$ cat src/hw/vrid_cfg.svh
// Purpose: Offsets, reset values and field positions of the regulator identity bank
// Assumes: Byte-wide register port, one 50 MHz clock
// Notes: Values here are fixed by the regulator definition; identity value is arbitrary
// Function
// - Offset 02h returns a vendor code naming the controller chip revision.
// - Offset 05h returns 01h, the supported voltage-ID protocol version.
// - Offset 06h capability byte reads C7h, one bit per supported feature.
// - Capability bit 7 set: current register full scale FFh equals maximum load.
// - Capability bit 6 reads 1: temperature ADC measurement supported.
// - Capability bits 1 and 0 read 1: output voltage and current ADC supported.
// - Capability bit 3 reads 0: input-voltage ADC measurement not supported.
// - Status at 10h resets to 00h; master reads it after alert assertion.
// - Full-scale format: current register at 15h reads FFh at 2 V monitor voltage.
`ifndef VRID_CFG_SVH
`define VRID_CFG_SVH

`define VRID_OFS_REVISION     8'h02
`define VRID_OFS_PROTOCOL     8'h05
`define VRID_OFS_CAPABILITY   8'h06
`define VRID_OFS_STATUS       8'h10
`define VRID_OFS_CURRENT      8'h15

`define VRID_PROTOCOL_VALUE   8'h01
`define VRID_STATUS_RESET     8'h00
`define VRID_CURRENT_RESET    8'h01
`define VRID_READ_UNMAPPED    8'h00

`define VRID_CAP_IOUT_FORMAT  7
`define VRID_CAP_TEMP_ADC     6
`define VRID_CAP_VIN_ADC      3
`define VRID_CAP_VOUT_ADC     1
`define VRID_CAP_IOUT_ADC     0
`define VRID_CAPABILITY_VALUE 8'hc7

`define VRID_FULL_SCALE_CODE  8'hff

`endif

$ cat src/hw/vrid_pkg.sv
// Purpose: Types shared by the regulator identity bank
// Assumes: Included constants header gives all numeric values
// Notes: Types only
package vrid_pkg;
	typedef logic [7:0] vrid_byte_t;
	typedef enum logic [2:0] {
		VRID_SEL_REVISION,
		VRID_SEL_PROTOCOL,
		VRID_SEL_CAPABILITY,
		VRID_SEL_STATUS,
		VRID_SEL_CURRENT,
		VRID_SEL_NONE
	} vrid_sel_t;
endpackage : vrid_pkg

$ cat src/hw/vrid_regs.sv
// Purpose: Read-only identity, capability, status and current registers of a regulator
// Assumes: Register port driven by the serial bus front end on the same clock
// Notes: Status conditions arrive from pins; current code from an on-chip ADC
`timescale 1ns/10ps
module vrid_regs #(
	parameter logic [7:0] REVISION_CODE = 8'h5a, // Arbitrary value
	parameter int         ADC_BITS      = 10
) (
	input  wire logic                 clock,
	input  wire logic                 arst_n,
	input  wire logic                 clk_en,
	input  wire logic                 rd_stb,
	input  wire logic                 wr_stb,
	input  wire vrid_pkg::vrid_byte_t addr,
	input  wire vrid_pkg::vrid_byte_t wdata,
	input  wire vrid_pkg::vrid_byte_t status_pins,
	input  wire logic [ADC_BITS-1:0]  current_monitor_pin,
	input  wire logic                 current_valid,
	output vrid_pkg::vrid_byte_t      rdata_reg,
	output logic                      rd_ack_reg,
	output logic                      wr_ack_reg,
	output logic                      alert_n_reg
);
	import vrid_pkg::*;
	`include "vrid_cfg.svh"

	logic       rst_meta_reg;
	logic       rst_sync_reg;
	vrid_byte_t pins_meta_reg;
	vrid_byte_t pins_sync_reg;
	vrid_byte_t status_val;
	logic       alert_req;
	logic       status_read;
	vrid_byte_t current_reg;
	vrid_byte_t current_next;
	vrid_byte_t capability;
	vrid_sel_t  sel;

	function automatic vrid_sel_t decode(input vrid_byte_t a);
		case (a)
			`VRID_OFS_REVISION:   decode = VRID_SEL_REVISION;
			`VRID_OFS_PROTOCOL:   decode = VRID_SEL_PROTOCOL;
			`VRID_OFS_CAPABILITY: decode = VRID_SEL_CAPABILITY;
			`VRID_OFS_STATUS:     decode = VRID_SEL_STATUS;
			`VRID_OFS_CURRENT:    decode = VRID_SEL_CURRENT;
			default:              decode = VRID_SEL_NONE;
		endcase
	endfunction : decode

	// Reset released through two flops; assertion stays asynchronous
	always_ff @(posedge clock or negedge arst_n) begin
		if (!arst_n) begin
			rst_meta_reg <= 1'b0;
			rst_sync_reg <= 1'b0;
		end else begin
			rst_meta_reg <= 1'b1;
			rst_sync_reg <= rst_meta_reg;
		end
	end

	always_ff @(posedge clock or negedge rst_sync_reg) begin
		if (!rst_sync_reg) begin
			pins_meta_reg <= `VRID_STATUS_RESET;
			pins_sync_reg <= `VRID_STATUS_RESET;
		end else if (clk_en) begin
			pins_meta_reg <= status_pins;
			pins_sync_reg <= pins_meta_reg;
		end
	end

	// Capability is wired constant; writes can never reach it
	always_comb begin
		capability = `VRID_CAPABILITY_VALUE;
		capability[`VRID_CAP_IOUT_FORMAT] = 1'b1;
		capability[`VRID_CAP_TEMP_ADC] = 1'b1;
		capability[`VRID_CAP_VIN_ADC] = 1'b0;
		capability[`VRID_CAP_VOUT_ADC] = 1'b1;
		capability[`VRID_CAP_IOUT_ADC] = 1'b1;
	end

	assign sel = decode(addr);
	assign status_read = clk_en & rd_stb & (sel == VRID_SEL_STATUS);

	vrid_status u_status (
		.clock         (clock),
		.rst_n         (rst_sync_reg),
		.clk_en        (clk_en),
		.cond          (pins_sync_reg),
		.clear_on_read (status_read),
		.status_reg    (status_val),
		.alert_reg     (alert_req)
	);

	// ADC full-scale code is the 2 V point; top bits keep FFh there
	assign current_next = current_monitor_pin[ADC_BITS-1 -: 8];

	always_ff @(posedge clock or negedge rst_sync_reg) begin
		if (!rst_sync_reg) begin
			current_reg <= `VRID_CURRENT_RESET;
		end else if (clk_en && current_valid) begin
			current_reg <= current_next;
		end
	end

	always_ff @(posedge clock or negedge rst_sync_reg) begin
		if (!rst_sync_reg) begin
			rdata_reg <= `VRID_READ_UNMAPPED;
		end else if (clk_en && rd_stb) begin
			case (sel)
				VRID_SEL_REVISION:   rdata_reg <= REVISION_CODE;
				VRID_SEL_PROTOCOL:   rdata_reg <= `VRID_PROTOCOL_VALUE;
				VRID_SEL_CAPABILITY: rdata_reg <= capability;
				VRID_SEL_STATUS:     rdata_reg <= status_val;
				VRID_SEL_CURRENT:    rdata_reg <= current_reg;
				default:             rdata_reg <= `VRID_READ_UNMAPPED;
			endcase
		end
	end

	always_ff @(posedge clock or negedge rst_sync_reg) begin
		if (!rst_sync_reg) begin
			rd_ack_reg <= 1'b0;
		end else if (clk_en) begin
			rd_ack_reg <= rd_stb;
		end
	end

	// Write without a read in the same cycle acknowledged so the bus never stalls, data dropped
	always_ff @(posedge clock or negedge rst_sync_reg) begin
		if (!rst_sync_reg) begin
			wr_ack_reg <= 1'b0;
		end else if (clk_en) begin
			wr_ack_reg <= wr_stb & ~rd_stb;
		end
	end

	always_ff @(posedge clock or negedge rst_sync_reg) begin
		if (!rst_sync_reg) begin
			alert_n_reg <= 1'b1;
		end else if (clk_en) begin
			alert_n_reg <= ~alert_req;
		end
	end
endmodule : vrid_regs

$ cat src/hw/vrid_status.sv
// Purpose: Sticky primary status byte and alert request
// Assumes: Condition inputs already synchronised to clock
// Notes: A rising condition sets its bit; reading the byte clears it
`timescale 1ns/10ps
module vrid_status (
	input  wire logic              clock,
	input  wire logic              rst_n,
	input  wire logic              clk_en,
	input  wire vrid_pkg::vrid_byte_t cond,
	input  wire logic              clear_on_read,
	output vrid_pkg::vrid_byte_t   status_reg,
	output logic                   alert_reg
);
	import vrid_pkg::*;
	`include "vrid_cfg.svh"

	vrid_byte_t cond_prev_reg;
	vrid_byte_t rise;
	vrid_byte_t status_next;

	assign rise = cond & ~cond_prev_reg;

	// Set wins over a clear landing in the same cycle, so no event is lost
	genvar i;
	generate
		for (i = 0; i < 8; i = i + 1) begin : g_bit
			assign status_next[i] = rise[i] | (status_reg[i] & ~clear_on_read);
		end
	endgenerate

	always_ff @(posedge clock or negedge rst_n) begin
		if (!rst_n) begin
			cond_prev_reg <= `VRID_STATUS_RESET;
		end else if (clk_en) begin
			cond_prev_reg <= cond;
		end
	end

	always_ff @(posedge clock or negedge rst_n) begin
		if (!rst_n) begin
			status_reg <= `VRID_STATUS_RESET;
		end else if (clk_en) begin
			status_reg <= status_next;
		end
	end

	always_ff @(posedge clock or negedge rst_n) begin
		if (!rst_n) begin
			alert_reg <= 1'b0;
		end else if (clk_en) begin
			alert_reg <= |status_next;
		end
	end
endmodule : vrid_status

$ cat config.mk
export PLATFORM = sky130hd
export DESIGN_NAME = vrid_regs
export DESIGN_NICKNAME = d
export VERILOG_FILES = /design/src/hw/vrid_pkg.sv /design/src/hw/vrid_regs.sv /design/src/hw/vrid_status.sv
export VERILOG_INCLUDE_DIRS = /design/src /design/src/hw
export SDC_FILE = /design/constraint.sdc
export NUM_CORES = 1
export LEC_CHECK = 0
export ABC_AREA = 1
export BUFFER_PORTS_ARGS = -buffer_cell sky130_fd_sc_hd__buf_4
export CORE_ASPECT_RATIO = 0.6
export CORE_MARGIN = 10
export CORE_UTILIZATION = 50
export CTS_CLUSTER_DIAMETER = 80
export DETAILED_ROUTE_END_ITERATION = 12
export GPL_TIMING_DRIVEN = 1
export PLACE_DENSITY = 0.74
export SLEW_MARGIN = 20
export SYNTH_ARGS = -nofsm -noshare
export SYNTH_HDL_FRONTEND = slang
export SYNTH_SLANG_ARGS = --single-unit
export TNS_END_PERCENT = 30
$ cat constraint.sdc
create_clock -name clock -period 3.6 [get_ports clock]
set_clock_uncertainty 0.05 [all_clocks]
set_input_delay 0.9 -clock clock [delete_from_list [all_inputs] [get_ports clock]]
set_output_delay 0.9 -clock clock [all_outputs]
set_load 0.02 [all_outputs]
# --- Yosys cells after proc, flatten, opt, wreduce, memory -nomap -nowiden ---
# Cells that the tools add are included.
totals:
  ff_bits: 54
  in_bits: 40
  out_inout_bits: 11
classes:
  eq_ne: 9
  muxes: 2
  bitwise: 24
  n_reduce_logical: 4
ops:
  columns: ["cell", "n"]
  rows:
  - ["$pmux W8 S5", 1]
  - ["$eq A8 B3 Y1 const B", 2]
  - ["$eq A8 B5 Y1 const B", 2]
  - ["$pmux W3 S5", 1]
  - ["$and A1 B1 Y1", 11]
  - ["$and A8 B8 Y8", 1]
  - ["$eq A8 B2 Y1 const B", 1]
  - ["$not A8 Y8", 1]
  - ["$or A1 B1 Y1", 8]
  - ["$reduce_or A8 Y1", 1]
  - ["$eq A3 B2 Y1 const B", 2]
  - ["$eq A3 B1 Y1 const B", 1]
  - ["$eq A3 B3 Y1 const B", 1]
  - ["$logic_not A3 Y1", 1]
  - ["$not A1 Y1", 3]
  - ["$logic_and A1 B1 Y1", 2]

# --- Logic depth before layout (Yosys ltp) ---
depth:
  word_depth: 8
  ltp_mapped: 10

# --- By module ---
# Synthesis repeated with hierarchy kept, for this count alone.
unflattened:
  cells_unflattened: 282
  area_unflattened_um2: 2384.8
by_module_without_submodules:
  columns: ["mod", "instances", "cells_per_inst", "area_per_inst_um2", "seq_area_each_um2"]
  rows:
  - ["vrid_regs", 1, 191, 1636.6, 928.4]
  - ["vrid_status", 1, 91, 748.2, 425.4]

# --- Worst setup path before layout ---
# OpenSTA, ideal clock, no wires.
synth_path:
  kind: "input to register"
  start: "input port clk_en"
  end: "register u_status.alert_reg"
  setup_time_ps: 117
  arrival_time_ps: 1683
  required_time_ps: 3433
  slack_ps: 1750
  stages: 10
  n_path_buf: 1
  path_cell_list: "buf_4 nand2_4 clkinv_4 nand3_4 nand2_1 nand2_1 nor2_1 nand2_1 nor2_1 nor2_1"
synth_between:
  elab_chain_cells: 6
synth_rtl:
  columns: ["element", "line", "rtl"]
  rows:
  - ["from (decl)", "vrid_regs.sv:11", "input wire logic clk_en,"]
  - ["$and A1 B1 Y1 (2 in series)", "vrid_regs.sv:82", "assign status_read = clk_en & rd_stb & (sel == VRID_SEL_STATUS);"]
  - ["$not A1 Y1", "vrid_status.sv:27", "assign status_next[i] = rise[i] | (status_reg[i] & ~clear_on_read);"]
  - ["$and A1 B1 Y1", "vrid_status.sv:27", null]
  - ["$or A1 B1 Y1", "vrid_status.sv:27", null]
  - ["$reduce_or A8 Y1", "vrid_status.sv:51", "alert_reg <= |status_next;"]
  - ["to (signal assigned)", "vrid_status.sv:51", null]
  - ["to (decl)", "vrid_status.sv:12", "output logic alert_reg"]
# Several ways; a longest one is shown, not always the timed one.
# A chain may end at the register's enable or synchronous reset.

# --- Worst setup path in the final report ---
# Same ends and word-level chain as after synthesis.

==> metrics.md <==
| Metric | Value |
|---|---|
| Placement Cell Area | `0.002723 mm²` |
| Layout Cells excl Fill | `about 380` |
| Routability cong. | `roughly 0.86` |
| Initial antenna violation count | `0` |
| Hold_ws | `between 0.3 and 0.4 ns` |
| Post-synthesis sequential area ratio | `between 50% and 60%` |
| Pin count of the biggest net entering global routing | `53` |
| Maximum Capacitance Violations | `0` |
| Mapped Avg Cell Area | `8.476 µm²` |
| Clk sinks | `54` |
| HP Class | `register to asynchronous set/reset pin` |
| Clk slew on worst S/H paths | `roughly 0.090 ns` |
| Synth area leader | `dfrtp_1` |
| Max-slew headroom | `between 50% and 60%` |
| Initial DRC Count | `~120` |
| # diodes | `0` |
| CP required | `3.75 ns` |
| Drt total wl | `4858 µm` |
| Count of different cell masters after synthesis | `23` |
| Prevailing post-synth register cell | `dfrtp_1` |
| Crit start category | `input pin` |
| Top Layer Used | `met4` |
| EDFF count, synth | `0` |
| Mapped Nets | `319` |
| Total gr overflow | `0` |
| Status | `completed` |
| Clk root buf | `clkbuf_8` |
| Core area | `roughly 0.0046 mm²` |
| Vias in the first global route | `roughly 1900` |
| Leak | `~1.5 nW` |
| Die Ht | `between 70 and 80 µm` |
| Max Freq | `about 470 MHz` |
| Count leader, synth | `nand2_1` |
| Final worst-path cycle share | `between 50 and 60%` |
| M1 WL | `about 2300 µm` |
| Synth Instances | `279` |
| Final HPWL DP | `3589 µm` |
| RSZ-0062 raised after global routing | `false` |
| PostCTS Resize Cnt | `0` |
| Io pins | `51` |
| Die area | `~0.008 mm²` |
| Syn. warnings | `0` |
| Final Critical Period | `roughly 2.1 ns` |
| PD cells | `409.1 mW/mm²` |
| Worst-skew pair later-pin latency | `around 0.3 ns` |
| Crit. End Element | `register` |
| CTS max path bufs | `2` |
| Top cells by instance count after synthesis | `nand2_1 (130), dfrtp_1 (52), inv_1 (22)` |
| Tightest Pin Transition | `0.6471 ns` |
| WS Path Type | `input pin to register` |
| Final Hold Fails | `0` |
| CTS tree | `done` |
| Post-synthesis async set-or-reset flop share | `100.0%` |
| CTS Buf Count | `5` |
| Fin nets | `360` |
| Site Rows | `19` |
| Port Buf Inserts | `40` |
| Crit path max fanout | `between 50 and 60` |
| Global Route Usage Sum | `12.87%` |
| Main area contributors after synthesis | `dfrtp_1 (55%), nand2_1 (21%), mux2_2 (3.8%)` |
| TNS Setup | `0 ns` |
| CTS HTree Levels | `2` |
| DR pass1 iterations | `4` |
| Share of cells above drive strength 1 | `between 20% and 30%` |
| Synthesis-to-finish area growth | `18.94%` |
| First-pass GRT wire length | `8307 µm` |
| Post-CTS Setup Inserts | `0` |
| Via count | `approximately 1800` |
| Die W | `roughly 110 µm` |
| Cell Area, Synth | `around 0.0024 mm²` |
| Avg WL per Cell | `about 13 µm` |
| Met2 WL | `approximately 2100 µm` |
| Slew Viols, Final | `0` |
| DR vias/cell | `4.813` |
| VDD IR max | `197.5 µV` |
| CP arrival | `between 2 and 2.5 ns` |
| Final ANT Viol Nets | `0` |
| Final setup fails | `0` |
| Initial core utilization | `about half` |
| Design area | `about 0.0028 mm²` |
| Placed Instances | `376` |
| Yosys reg bits | `54` |
| Post-CTS Hold Fix Bufs | `0` |
| DR DRC count | `0` |
| Metal3 WL | `374 µm` |
| Synth top area share | `about 55%` |
## path summary, 6_finish.rpt
path	start	endpoint	slack [ns]	cells after the start
max	clk_en	u_status.alert_reg$_DFFE_PN0P_	1.45	10
min	rst_sync_reg$_DFF_PN0_	u_status.cond_prev_reg[5]$_DFFE_PN0P_	0.31	1
max reg2reg	pins_sync_reg[2]$_DFFE_PN0P_	u_status.alert_reg$_DFFE_PN0P_	2.42	6
min reg2reg	rst_sync_reg$_DFF_PN0_	u_status.cond_prev_reg[5]$_DFFE_PN0P_	0.31	1
max in group asynchronous	rst_sync_reg$_DFF_PN0_	pins_meta_reg[6]$_DFFE_PN0P_	2.75	1
min in group clock	rst_meta_reg$_DFF_PN0_	rst_sync_reg$_DFF_PN0_	0.31	0
## kinds of logic after synthesis
group | Yosys count | synth area share [%]
AOI/OAI and AO/OA | 24 | 5.926
buffers and inverters | 32 | 5.608
DFF | 54 | 57.25
muxes | 8 | 3.810
other | 1 | 0.1586
and+or+nand+nor | 160 | 27.25
## cell type report
cell class                      instances  area [µm²]
Tap cell                               63       78.83
Timing Repair Buffer                   42       315.3
Clock buffer                            8       90.09
Multi-Input combinational cell        193       878.3
Inverter                               24       95.09
Fill cell                             423        1752
Sequential cell                        54        1355
## cell usage in the layout, fill, tap and decap left out
cell | synthesis | final
a31oi_1 | 8 | 8
nor2_2 | 2 | 2
buf_4 | 1 | 42
inv_1 | 22 | 22
dfrtp_2 | 0 | 1
dfrtp_1 | 52 | 51
nor2_4 | 1 | 1
nand3_1 | 8 | 8
a21oi_1 | 2 | 2
conb_1 | 1 | 1
dfstp_2 | 2 | 2
mux2_2 | 8 | 8
clkbuf_8 | 0 | 6
nor2_1 | 17 | 17
inv_2 | 1 | 1
clkinv_4 | 1 | 1
o2111ai_1 | 1 | 1
o21ai_0 | 11 | 11
a22oi_1 | 1 | 1
a22o_1 | 1 | 1
nand2_4 | 1 | 1
nand3_4 | 1 | 1
nand2_1 | 130 | 130
clkbuf_1 | 4 | 2
## power breakdown
group | total [mW] | switching [mW] | internal [mW]
combinational | 0.132 | 0.0749 | 0.0573
sequential | 0.680 | 0.0246 | 0.655
clock | 0.339 | 0.182 | 0.157
## through the flow
stage / utilization [%] / setup slack (ns) / total power [mW]
final: 61.62 / 1.453 / 1.151
after global routing: 61.62 / 1.283 / 1.211
after CTS: 61.62 / 1.431 / 1.165
after detailed placement: 59.65 / 1.124 / 0.8269
after global placement: 59.65 / 1.180 / 0.8199
after floorplan: - / 1.750 / 0.7711
## worst max-delay path: stages
cell	delay, ns
buf_4	0.39
nand2_4	0.20
clkinv_4	0.15
nand3_4	0.13
nand2_1	0.12
nand2_1	0.06
nor2_1	0.12
nand2_1	0.09
nor2_1	0.09
nor2_1	0.04
## per-layer routing
metal | track usage [%] | vias up
li1 | - | 947
met1 | 16.99 | 859
met2 | 19.27 | 37
met3 | 4.803 | 5
met4 | 3.930 | 0
met5 | 0 | -
Power figures use the tool's default switching activity.
